===== config.mk =====
export PLATFORM = sky130hd
export DESIGN_NAME = ispr_slave
export DESIGN_NICKNAME = d
export VERILOG_FILES = /design/src/verilog/ispr_filter.v /design/src/verilog/ispr_slave.v
export VERILOG_INCLUDE_DIRS = /design/src /design/src/verilog
export SDC_FILE = /design/constraint.sdc
export NUM_CORES = 1
export LEC_CHECK = 0
export ABC_AREA = 1
export BUFFER_PORTS_ARGS = -buffer_cell sky130_fd_sc_hd__clkbuf_2
export CAP_MARGIN = 20
export CELL_PAD_IN_SITES_DETAIL_PLACEMENT = 1
export CELL_PAD_IN_SITES_GLOBAL_PLACEMENT = 1
export CORE_UTILIZATION = 44
export CTS_CLUSTER_DIAMETER = 200
export DETAILED_ROUTE_END_ITERATION = 8
export PLACE_DENSITY_LB_ADDON = 0.1
export SYNTH_ARGS = -nofsm -noshare
export SYNTH_HDL_FRONTEND = slang
export SYNTH_HIERARCHICAL = 1
export SYNTH_SLANG_ARGS = --single-unit
export TNS_END_PERCENT = 10

===== constraint.sdc =====
create_clock -name clk -period 2.9 [get_ports clk]
set_clock_uncertainty 0.15 [all_clocks]
set_input_delay 0 -clock clk [delete_from_list [all_inputs] [get_ports clk]]
set_output_delay 0 -clock clk [all_outputs]
set_load 0.05 [all_outputs]

===== src/verilog/ispr_map.vh =====
// Purpose: register map and constants of the two-wire slave port
// Assumes: 8-bit registers on a plain strobe port, index addressing
// Notes: definitions only
//
// Function
// both bus lines open-drain, pull low only
// slave chosen by bus address, no select
// slave only: transmit and receive directions
// debounce select: none, 2 or 4 clocks
// standard mode needs fsys above 2/4/8 MHz
// fast mode needs fsys above 5/10/20 MHz
// one shared 8-bit data register
// address in bits 7..1, bit 0 plain storage
// selected when bus address matches stored address
// address register shares second control location; here it has its own offset 3'h2
// control zero: enable, mode, debounce
// control one: eight status flags, bit 7..0
// time-out: enable, flag, 6-bit period
// clock level accepted after stable debounce time
`ifndef ISPR_MAP_VH
`define ISPR_MAP_VH

// ----------------------------------------
// register offsets
// ----------------------------------------
`define ISPR_OFS_CTRL0 3'h0
`define ISPR_OFS_CTRL1 3'h1
`define ISPR_OFS_SADDR 3'h2
`define ISPR_OFS_DATA 3'h3
`define ISPR_OFS_TOC 3'h4
`define ISPR_OFS_ISTAT 3'h5
`define ISPR_OFS_IMASK 3'h6

// ----------------------------------------
// field positions
// ----------------------------------------
`define ISPR_C0_MODE 7:5
`define ISPR_C0_DEB 3:2
`define ISPR_C0_EN 1
`define ISPR_C0_ICF 0
`define ISPR_C1_HTX 4
`define ISPR_C1_ACK_TO_SEND 3
`define ISPR_C1_ADDRESS_MATCH_WAKEUP 1
`define ISPR_TO_EN 7
`define ISPR_TO_FLAG 6
`define ISPR_TO_SEL 5:0
`define ISPR_IRQ_BITS 3:0

// ----------------------------------------
// reset values and codes
// ----------------------------------------
`define ISPR_RST_MODE 3'h7
`define ISPR_RST_BYTE 8'h00
`define ISPR_MODE_TWO_WIRE 3'h6
`define ISPR_DEB_TWO 3'h2
`define ISPR_DEB_FOUR 3'h4
`define ISPR_TO_UNIT 24'h000400

`endif


===== src/verilog/ispr_filter.v =====
// Purpose: synchroniser and glitch filter for the bus clock line
// Assumes: raw pin is asynchronous to clk
// Notes: output idles high like a pulled-up line
`timescale 1ns/1ps
`default_nettype none
`include "ispr_map.vh"

module ispr_filter (
	input wire clk,
	input wire reset,
	input wire raw,
	input wire [1:0] sel,
	output reg level
);

reg sync_a;
reg sync_b;
reg [2:0] stable_cnt;
wire [2:0] need;

// ----------------------------------------
// debounce length
// ----------------------------------------
assign need = (sel == 2'h1) ? `ISPR_DEB_TWO : `ISPR_DEB_FOUR;

always @(posedge clk) begin
	if (reset) begin
		sync_a <= 1'h1;
		sync_b <= 1'h1;
		stable_cnt <= 3'h0;
		level <= 1'h1;
	end else begin
		sync_a <= raw;
		sync_b <= sync_a;
		if (sel == 2'h0) begin
			level <= sync_b;
			stable_cnt <= 3'h0;
		end else if (sync_b == level) begin
			stable_cnt <= 3'h0;
		end else if (stable_cnt == need - 3'h1) begin
			level <= sync_b;
			stable_cnt <= 3'h0;
		end else begin
			stable_cnt <= stable_cnt + 3'h1;
		end
	end
end

endmodule
`default_nettype wire


===== src/verilog/ispr_slave.v =====
// Purpose: two-wire bus slave with control, status and data registers
// Assumes: external master, pull-ups on both lines, 100 MHz clk
// Notes: clock line held low after each byte, except a transmitted byte the master NACKs, until data is accessed
`timescale 1ns/1ps
`default_nettype none
`include "ispr_map.vh"

module ispr_slave #(
	parameter [23:0] TO_UNIT = `ISPR_TO_UNIT
) (
	input wire clk,
	input wire reset,
	input wire [2:0] addr,
	input wire [7:0] wdata,
	input wire wr,
	input wire rd,
	output reg [7:0] rdata,
	output reg irq,
	input wire scl_in,
	output reg scl_out,
	output reg scl_oe,
	input wire sda_in,
	output reg sda_out,
	output reg sda_oe
);

// ----------------------------------------
// states
// ----------------------------------------
localparam [7:0] ST_IDLE = 8'h01;
localparam [7:0] ST_ADDR = 8'h02;
localparam [7:0] ST_AACK = 8'h04;
localparam [7:0] ST_RX = 8'h08;
localparam [7:0] ST_RACK = 8'h10;
localparam [7:0] ST_TX = 8'h20;
localparam [7:0] ST_TACK = 8'h40;
localparam [7:0] ST_HOLD = 8'h80;

// ----------------------------------------
// functions
// ----------------------------------------
function [3:0] sticky;
	input [3:0] cur;
	input [3:0] set;
	input [3:0] clr;
	begin
		sticky = (cur & ~clr) | set;
	end
endfunction

function [23:0] to_limit;
	input [5:0] sel;
	input [23:0] unit;
	reg [47:0] prod;
	begin
		prod = ({18'h0, sel} + 24'h1) * unit;
		to_limit = prod[23:0];
	end
endfunction

// ----------------------------------------
// registers
// ----------------------------------------
reg [2:0] operating_mode_select;
reg [1:0] debounce_select;
reg interface_enable;
reg incomplete_transfer_flag;
reg transfer_complete_flag;
reg addressed_as_slave_flag;
reg bus_busy_flag;
reg transmit_direction;
reg ack_to_send;
reg master_rw_request;
reg address_match_wakeup;
reg received_ack;
reg [7:0] slave_address;
reg [7:0] shared_data;
reg timeout_enable;
reg timeout_flag;
reg [5:0] timeout_period_select;
reg [3:0] irq_status;
reg [3:0] irq_mask;
reg [7:0] state;
reg [3:0] bitcnt;
reg [7:0] shreg;
reg [23:0] to_cnt;
reg ev_tc;
reg ev_aas;
reg ev_to;
reg ev_icf;
reg sda_s1;
reg sda_s2;
reg sda_q;
reg scl_q;
wire scl_f;
wire active;
wire scl_rise;
wire scl_fall;
wire start_det;
wire stop_det;
wire data_acc;
wire to_expire;
wire [7:0] tx_byte;

// ----------------------------------------
// line conditioning
// ----------------------------------------
ispr_filter u_scl_filter (
	.clk(clk),
	.reset(reset),
	.raw(scl_in),
	.sel(debounce_select),
	.level(scl_f)
);

always @(posedge clk) begin
	if (reset) begin
		sda_s1 <= 1'h1;
		sda_s2 <= 1'h1;
		sda_q <= 1'h1;
		scl_q <= 1'h1;
	end else begin
		sda_s1 <= sda_in;
		sda_s2 <= sda_s1;
		sda_q <= sda_s2;
		scl_q <= scl_f;
	end
end

// open-drain: only the enables ever change
always @(posedge clk) begin
	sda_out <= 1'h0;
	scl_out <= 1'h0;
end

assign active = interface_enable && (operating_mode_select == `ISPR_MODE_TWO_WIRE);
assign scl_rise = scl_f && !scl_q;
assign scl_fall = !scl_f && scl_q;
assign start_det = scl_f && scl_q && sda_q && !sda_s2;
assign stop_det = scl_f && scl_q && !sda_q && sda_s2;
assign data_acc = (wr || rd) && (addr == `ISPR_OFS_DATA);
assign tx_byte = wr ? wdata : shared_data;
assign to_expire = timeout_enable && bus_busy_flag &&
	(to_cnt >= to_limit(timeout_period_select, TO_UNIT));

// ----------------------------------------
// time-out counter
// ----------------------------------------
always @(posedge clk) begin
	if (reset) begin
		to_cnt <= 24'h0;
	end else if (!bus_busy_flag || !timeout_enable || scl_rise || scl_fall) begin
		to_cnt <= 24'h0;
	end else if (!to_expire) begin
		to_cnt <= to_cnt + 24'h1;
	end
end

// ----------------------------------------
// registers and bus engine
// ----------------------------------------
always @(posedge clk) begin
	if (reset) begin
		operating_mode_select <= `ISPR_RST_MODE;
		debounce_select <= 2'h0;
		interface_enable <= 1'h0;
		incomplete_transfer_flag <= 1'h0;
		transfer_complete_flag <= 1'h0;
		addressed_as_slave_flag <= 1'h0;
		bus_busy_flag <= 1'h0;
		transmit_direction <= 1'h0;
		ack_to_send <= 1'h0;
		master_rw_request <= 1'h0;
		address_match_wakeup <= 1'h0;
		received_ack <= 1'h1;
		slave_address <= `ISPR_RST_BYTE;
		shared_data <= `ISPR_RST_BYTE;
		timeout_enable <= 1'h0;
		timeout_flag <= 1'h0;
		timeout_period_select <= 6'h0;
		state <= ST_IDLE;
		bitcnt <= 4'h0;
		shreg <= 8'h00;
		sda_oe <= 1'h0;
		scl_oe <= 1'h0;
		ev_tc <= 1'h0;
		ev_aas <= 1'h0;
		ev_to <= 1'h0;
		ev_icf <= 1'h0;
	end else begin
		ev_tc <= 1'h0;
		ev_aas <= 1'h0;
		ev_to <= 1'h0;
		ev_icf <= 1'h0;
		if (wr) begin
			case (addr)
			`ISPR_OFS_CTRL0: begin
				operating_mode_select <= wdata[`ISPR_C0_MODE];
				debounce_select <= wdata[`ISPR_C0_DEB];
				interface_enable <= wdata[`ISPR_C0_EN];
				incomplete_transfer_flag <= wdata[`ISPR_C0_ICF];
			end
			`ISPR_OFS_CTRL1: begin
				transmit_direction <= wdata[`ISPR_C1_HTX];
				ack_to_send <= wdata[`ISPR_C1_ACK_TO_SEND];
				address_match_wakeup <= wdata[`ISPR_C1_ADDRESS_MATCH_WAKEUP];
			end
			`ISPR_OFS_SADDR: begin
				slave_address <= wdata;
			end
			`ISPR_OFS_DATA: begin
				shared_data <= wdata;
			end
			`ISPR_OFS_TOC: begin
				timeout_enable <= wdata[`ISPR_TO_EN];
				timeout_flag <= wdata[`ISPR_TO_FLAG];
				timeout_period_select <= wdata[`ISPR_TO_SEL];
			end
			default: begin
			end
			endcase
		end
		if (!active) begin
			state <= ST_IDLE;
			sda_oe <= 1'h0;
			scl_oe <= 1'h0;
			bus_busy_flag <= 1'h0;
			addressed_as_slave_flag <= 1'h0;
		end else if (to_expire) begin
			state <= ST_IDLE;
			sda_oe <= 1'h0;
			scl_oe <= 1'h0;
			bus_busy_flag <= 1'h0;
			addressed_as_slave_flag <= 1'h0;
			timeout_flag <= 1'h1;
			ev_to <= 1'h1;
		end else if (start_det || stop_det) begin
			if (state != ST_IDLE && state != ST_HOLD && bitcnt > 4'h1) begin
				incomplete_transfer_flag <= 1'h1;
				ev_icf <= 1'h1;
			end
			state <= start_det ? ST_ADDR : ST_IDLE;
			bitcnt <= 4'h0;
			bus_busy_flag <= start_det;
			addressed_as_slave_flag <= 1'h0;
			transfer_complete_flag <= 1'h0;
			sda_oe <= 1'h0;
			scl_oe <= 1'h0;
		end else if (state == ST_HOLD) begin
			if (data_acc) begin
				// software touched data: release clock, pick direction
				scl_oe <= 1'h0;
				transfer_complete_flag <= 1'h0;
				bitcnt <= 4'h0;
				if (transmit_direction) begin
					state <= ST_TX;
					shreg <= tx_byte;
					sda_oe <= !tx_byte[7];
				end else begin
					state <= ST_RX;
				end
			end
		end else begin
			if (scl_rise) begin
				bitcnt <= bitcnt + 4'h1;
				if (state == ST_ADDR || state == ST_RX) begin
					shreg <= {shreg[6:0], sda_s2};
				end
				if (state == ST_TACK) begin
					received_ack <= sda_s2;
				end
			end
			if (scl_fall) begin
				case (state)
				ST_ADDR: begin
					if (bitcnt == 4'h8) begin
						if (shreg[7:1] == slave_address[7:1]) begin
							state <= ST_AACK;
							sda_oe <= 1'h1;
							addressed_as_slave_flag <= 1'h1;
							master_rw_request <= shreg[0];
							ev_aas <= 1'h1;
						end else begin
							state <= ST_IDLE;
						end
					end
				end
				ST_AACK: begin
					sda_oe <= 1'h0;
					scl_oe <= 1'h1;
					state <= ST_HOLD;
					transfer_complete_flag <= 1'h1;
					ev_tc <= 1'h1;
				end
				ST_RX: begin
					if (bitcnt == 4'h8) begin
						shared_data <= shreg;
						sda_oe <= !ack_to_send;
						state <= ST_RACK;
					end
				end
				ST_RACK: begin
					sda_oe <= 1'h0;
					scl_oe <= 1'h1;
					state <= ST_HOLD;
					transfer_complete_flag <= 1'h1;
					ev_tc <= 1'h1;
				end
				ST_TX: begin
					if (bitcnt == 4'h8) begin
						sda_oe <= 1'h0;
						state <= ST_TACK;
					end else begin
						shreg <= {shreg[6:0], 1'h0};
						sda_oe <= !shreg[6];
					end
				end
				ST_TACK: begin
					transfer_complete_flag <= 1'h1;
					ev_tc <= 1'h1;
					if (received_ack) begin
						state <= ST_IDLE;
					end else begin
						scl_oe <= 1'h1;
						state <= ST_HOLD;
					end
				end
				default: begin
				end
				endcase
			end
		end
	end
end

// ----------------------------------------
// interrupt status and mask
// ----------------------------------------
always @(posedge clk) begin
	if (reset) begin
		irq_status <= 4'h0;
		irq_mask <= 4'h0;
		irq <= 1'h0;
	end else begin
		irq_status <= sticky(irq_status, {ev_icf, ev_to, ev_aas, ev_tc},
			(wr && addr == `ISPR_OFS_ISTAT) ? wdata[`ISPR_IRQ_BITS] : 4'h0);
		if (wr && addr == `ISPR_OFS_IMASK) begin
			irq_mask <= wdata[`ISPR_IRQ_BITS];
		end
		irq <= |(irq_status & irq_mask);
	end
end

// ----------------------------------------
// read port
// ----------------------------------------
always @(posedge clk) begin
	if (reset) begin
		rdata <= 8'h00;
	end else if (rd) begin
		case (addr)
		`ISPR_OFS_CTRL0: begin
			rdata <= {operating_mode_select, 1'h0, debounce_select,
				interface_enable, incomplete_transfer_flag};
		end
		`ISPR_OFS_CTRL1: begin
			rdata <= {transfer_complete_flag, addressed_as_slave_flag,
				bus_busy_flag, transmit_direction, ack_to_send,
				master_rw_request, address_match_wakeup, received_ack};
		end
		`ISPR_OFS_SADDR: begin
			rdata <= slave_address;
		end
		`ISPR_OFS_DATA: begin
			rdata <= shared_data;
		end
		`ISPR_OFS_TOC: begin
			rdata <= {timeout_enable, timeout_flag, timeout_period_select};
		end
		`ISPR_OFS_ISTAT: begin
			rdata <= {4'h0, irq_status};
		end
		`ISPR_OFS_IMASK: begin
			rdata <= {4'h0, irq_mask};
		end
		default: begin
			rdata <= 8'h00;
		end
		endcase
	end else begin
		rdata <= 8'h00;
	end
end

endmodule
`default_nettype wire

==> load_flow_metrics.sql <==
INSERT INTO impl_metrics (metric_group, metric, value, unit) VALUES
('synthesis', 'synth_fa_ha_area_frac', '0.0274', ''),
('cells_and_area', 'final_layout_size_suffix_gt1_frac', '0.113', ''),
('worst_setup_path', 'cp.arrival', '2910', 'ps'),
('detailed_routing', 'wirelength', '20.6', 'mm'),
('synthesis', 'synth_compound_area_frac', '0.143', ''),
('place', 'port-buffer-count', '27', ''),
('worst_setup_path', 'crit_required', '3080', 'ps'),
('synthesis', 'synth.lib_cells_used.distinct', '48', ''),
('synthesis', 'synth_area_leader_cell', 'sky130_fd_sc_hd__dfxtp_1', ''),
('global_route', 'grt-ovfl-total', '0', ''),
('run_status', 'result_of_the_run', 'completed', ''),
('sta', 'timing.setup.tns', '0', 'ps'),
('worst_setup_path', 'critPathMaxFanout', '9', ''),
('synthesis', 'leading_post_synthesis_cells_by_instance_count', 'sky130_fd_sc_hd__nand2_1 (223), sky130_fd_sc_hd__nor2_1 (134), sky130_fd_sc_hd__inv_1 (125)', ''),
('place', 'place_hpwl', '15.0', 'mm'),
('global_route', 'grt_usage', '0.290', ''),
('worst_setup_path', 'critical_path_capture_point_type', 'register', ''),
('clock_tree', 'tritoncts', 'built', ''),
('synthesis', 'postSynthAreaPerCell', '6.65', 'sq um'),
('clock_tree', 'sinks_on_the_clock_net', '116', ''),
('worst_setup_path', 'critical_path_class', 'reg -> reg', ''),
('cells_and_area', 'post-route-util', '0.529', ''),
('worst_setup_path', 'critical-path-slowest-cell', 'sky130_fd_sc_hd__dfxtp_1', ''),
('worst_setup_path', 'ff2ff_setup_slack', '170', 'ps'),
('detailed_routing', 'post_detailed_route_via_to_cell_ratio', '5.42', ''),
('sta', 'hold_slack', '27.5', 'ps'),
('cells_and_area', 'syn_to_final_growth', '16.2', '%'),
('synthesis', 'netlist_top_cells_area', 'sky130_fd_sc_hd__dfxtp_1 (36%), sky130_fd_sc_hd__nand2_1 (13%), sky130_fd_sc_hd__nor2_1 (7.9%), sky130_fd_sc_hd__inv_1 (7.3%), sky130_fd_sc_hd__a21oi_1 (5.4%)', ''),
('worst_setup_path', 'rr_startpoint', 'timeout_period_select[1]', ''),
('floorplan', 'chipHeight', '123', 'um'),
('pwr', 'intPower', '2910', 'uW'),
('synthesis', 'synth_sequential_area_ratio', '0.363', ''),
('synthesis', 'synthesis.instances', '963', ''),
('place', 'postPlaceCellArea', '6710', 'sq um'),
('sta', 'tightestPinTransition', '569', 'ps'),
('sta', 'final_slew_violations', '0', ''),
('sta', 'finalCritPeriodShare', '0.941', ''),
('pwr', 'total_leakage_power', '0.00329', 'uW'),
('cells_and_area', 'final_design_area_no_fill', '7430', 'sq um'),
('run', 'cap_viol_max_count', '0', ''),
('cells_and_area', 'n_antenna_cell', '0', ''),
('detailed_routing', 'final_antenna_net_count', '0', ''),
('synthesis', 'synthXorXnorAreaFrac', '0.0260', ''),
('worst_setup_path', 'depth_of_the_worst_register_to_register_path', '16', ''),
('synthesis', 'synth_largest_type_area_fraction', '0.363', ''),
('worst_setup_path', 'regToRegEndpoint', 'scl_oe', ''),
('sta', 'setup_viol', '0', ''),
('pwr', 'irDropWorstVdd', '0.380', 'mV'),
('synthesis', 'synth_ff_type', 'sky130_fd_sc_hd__dfxtp_1', ''),
('floorplan', 'fp.dieW', '123', 'um'),
('detailed_routing', 'dr.first_iter.drc_count', '490', ''),
('synthesis', 'synth-edff-count', '0', ''),
('detailed_routing', 'routedWlPerCell', '17.1', 'um'),
('pwr', 'power.share.combinational', '0.069', ''),
('detailed_routing', 'detailroute.via_count', '6526', ''),
('worst_hold_path', 'timing.hold.worst.class', 'in -> reg', ''),
('clock_tree', 'cts.repair_timing.setup_buffer_count', '0', ''),
('pwr', 'switching_share_of_power', '0.239', ''),
('pwr', 'clockPowerShare', '0.503', ''),
('clock_tree', 'cts_root_buffer', 'sky130_fd_sc_hd__clkbuf_16', ''),
('worst_setup_path', 'critical_path_buf_inv_count', '3', ''),
('detailed_routing', 'drc_errors', '0', ''),
('synthesis', 'synth.cell_area', '6400', 'sq um'),
('synthesis', 'synth_top_family_by_area', 'simple AND/OR/NAND/NOR gates', ''),
('global_route', 'wire_length_of_the_first_global_routing_pass', '33.2', 'mm'),
('synthesis', 'simple_gate_fraction_of_synth_area', '0.343', ''),
('clock_tree', 'htree_num_levels', '4', ''),
('pwr', 'net-switching-power', '916', 'uW'),
('sta', 'achievable-frequency', '366', 'MHz'),
('worst_hold_path', 'min-delay-start', 'wr', ''),
('worst_setup_path', 'crit_family', 'simple AND/OR/NAND/NOR gates', '');
power by group through the flow:
| stage | combinational, uW | clock, uW | sequential (uW) |
|---|---|---|---|
| after floorplan | 151 | 0 | 1670 |
| after global placement | 233 | 0 | 1670 |
| after detailed placement | 237 | 0 | 1670 |
| after CTS | 257 | 1950 | 1640 |
| after global routing | 287 | 2020 | 1640 |
| final | 263 | 1920 | 1640 |
placed cells by master (no fill, tap or decap), types with 3 or more instances in the layout:
cell	Yosys	layout
sky130_fd_sc_hd__xnor2_1	11	11
sky130_fd_sc_hd__a221oi_1	3	3
sky130_fd_sc_hd__nor2_1	134	134
sky130_fd_sc_hd__nand2_2	8	7
sky130_fd_sc_hd__nor2_4	5	5
sky130_fd_sc_hd__clkbuf_2	0	27
sky130_fd_sc_hd__clkbuf_16	0	17
sky130_fd_sc_hd__xor2_1	8	8
sky130_fd_sc_hd__a21oi_1	69	69
sky130_fd_sc_hd__o22ai_1	13	13
sky130_fd_sc_hd__nand3_2	4	4
sky130_fd_sc_hd__a22oi_1	3	3
sky130_fd_sc_hd__nand4_1	17	17
sky130_fd_sc_hd__clkbuf_8	0	6
sky130_fd_sc_hd__or2_2	4	4
sky130_fd_sc_hd__clkinv_2	0	3
sky130_fd_sc_hd__a211oi_1	7	7
sky130_fd_sc_hd__inv_1	125	125
sky130_fd_sc_hd__nor2_2	12	12
sky130_fd_sc_hd__nor4_1	5	5
sky130_fd_sc_hd__nor3_1	19	19
sky130_fd_sc_hd__o21ai_1	3	3
sky130_fd_sc_hd__dlygate4sd3_1	0	16
sky130_fd_sc_hd__o21ai_0	54	54
sky130_fd_sc_hd__nand3_1	49	48
sky130_fd_sc_hd__ha_1	14	14
sky130_fd_sc_hd__inv_2	8	8
sky130_fd_sc_hd__dfxtp_1	116	116
sky130_fd_sc_hd__nand2_1	223	223
sky130_fd_sc_hd__buf_4	4	7
worst max-delay path by stage:
stage / slack [ps] / from / depth (start not counted) / to
after floorplan: 550 / timeout_period_select[0] / 16 / received_ack
after global placement: 190 / timeout_period_select[1] / 16 / to_cnt[15]
after detailed placement: 60 / timeout_period_select[1] / 16 / to_cnt[17]
after CTS: 40 / timeout_period_select[1] / 16 / to_cnt[10]
after global routing: -30 / timeout_period_select[1] / 16 / scl_oe
final: 170 / timeout_period_select[1] / 16 / scl_oe
through the flow:
| stage | worst slack [ps] | total power, uW |
|---|---|---|
| after floorplan | 545 | 1820 |
| after global placement | 187 | 1900 |
| after detailed placement | 61.5 | 1910 |
| after CTS | 40.4 | 3840 |
| after global routing | -26.0 | 3940 |
| final | 171 | 3830 |
timing repair:
item / 4_1_cts / 5_1_grt
setup endpoints to repair: 0 / 32
gates resized for setup: 0 / 5
hold buffers: 16 / 0
endpoints found under the hold margin: 51 / 0
cells by family (layout without fill, tap and decap cells):
group	Yosys count	count (layout)
AOI/OAI and AO/OA	165	165
adders and majority gates	14	14
buffers and inverters	157	216
and+or+nand+nor	491	491
DFF	116	116
other	1	2
xor gates and xnor gates	19	19
flip-flops by register name (all words and copies together), names as in the netlist, 4 cells and up:
register / count
rdata: 8
irq_mask: 4
shared_data: 8
shreg: 8
slave_address: 8
bitcnt: 4
timeout_period_select: 6
irq_status: 4
state: 8
to_cnt: 24
area by class of cell:
class	instances	area, sq um	area share
flip-flops and latches	116	2320	0.312
inverters	136	513	0.0690
clock inverters	4	22.5	0.00303
multi-input cells	691	3470	0.467
repair buffers	51	363	0.0488
well taps	180	225	0.0303
clock buffers	25	515	0.0693
per-layer routing:
| metal | wire (um) | track usage | part of all wire |
|---|---|---|---|
| met1 | 9570 | 0.367 | 0.46 |
| met2 | 9970 | 0.494 | 0.48 |
| met3 | 852 | 0.0641 | 0.041 |
| met4 | 239 | 0.0739 | 0.012 |
| met5 | 0 | 0 | 0 |
worst min-delay path: stages:
cell and delay, ps:
sky130_fd_sc_hd__clkbuf_2 290, sky130_fd_sc_hd__nand3_1 180, sky130_fd_sc_hd__a21oi_1 60
(Power assumes the default switching activity.)
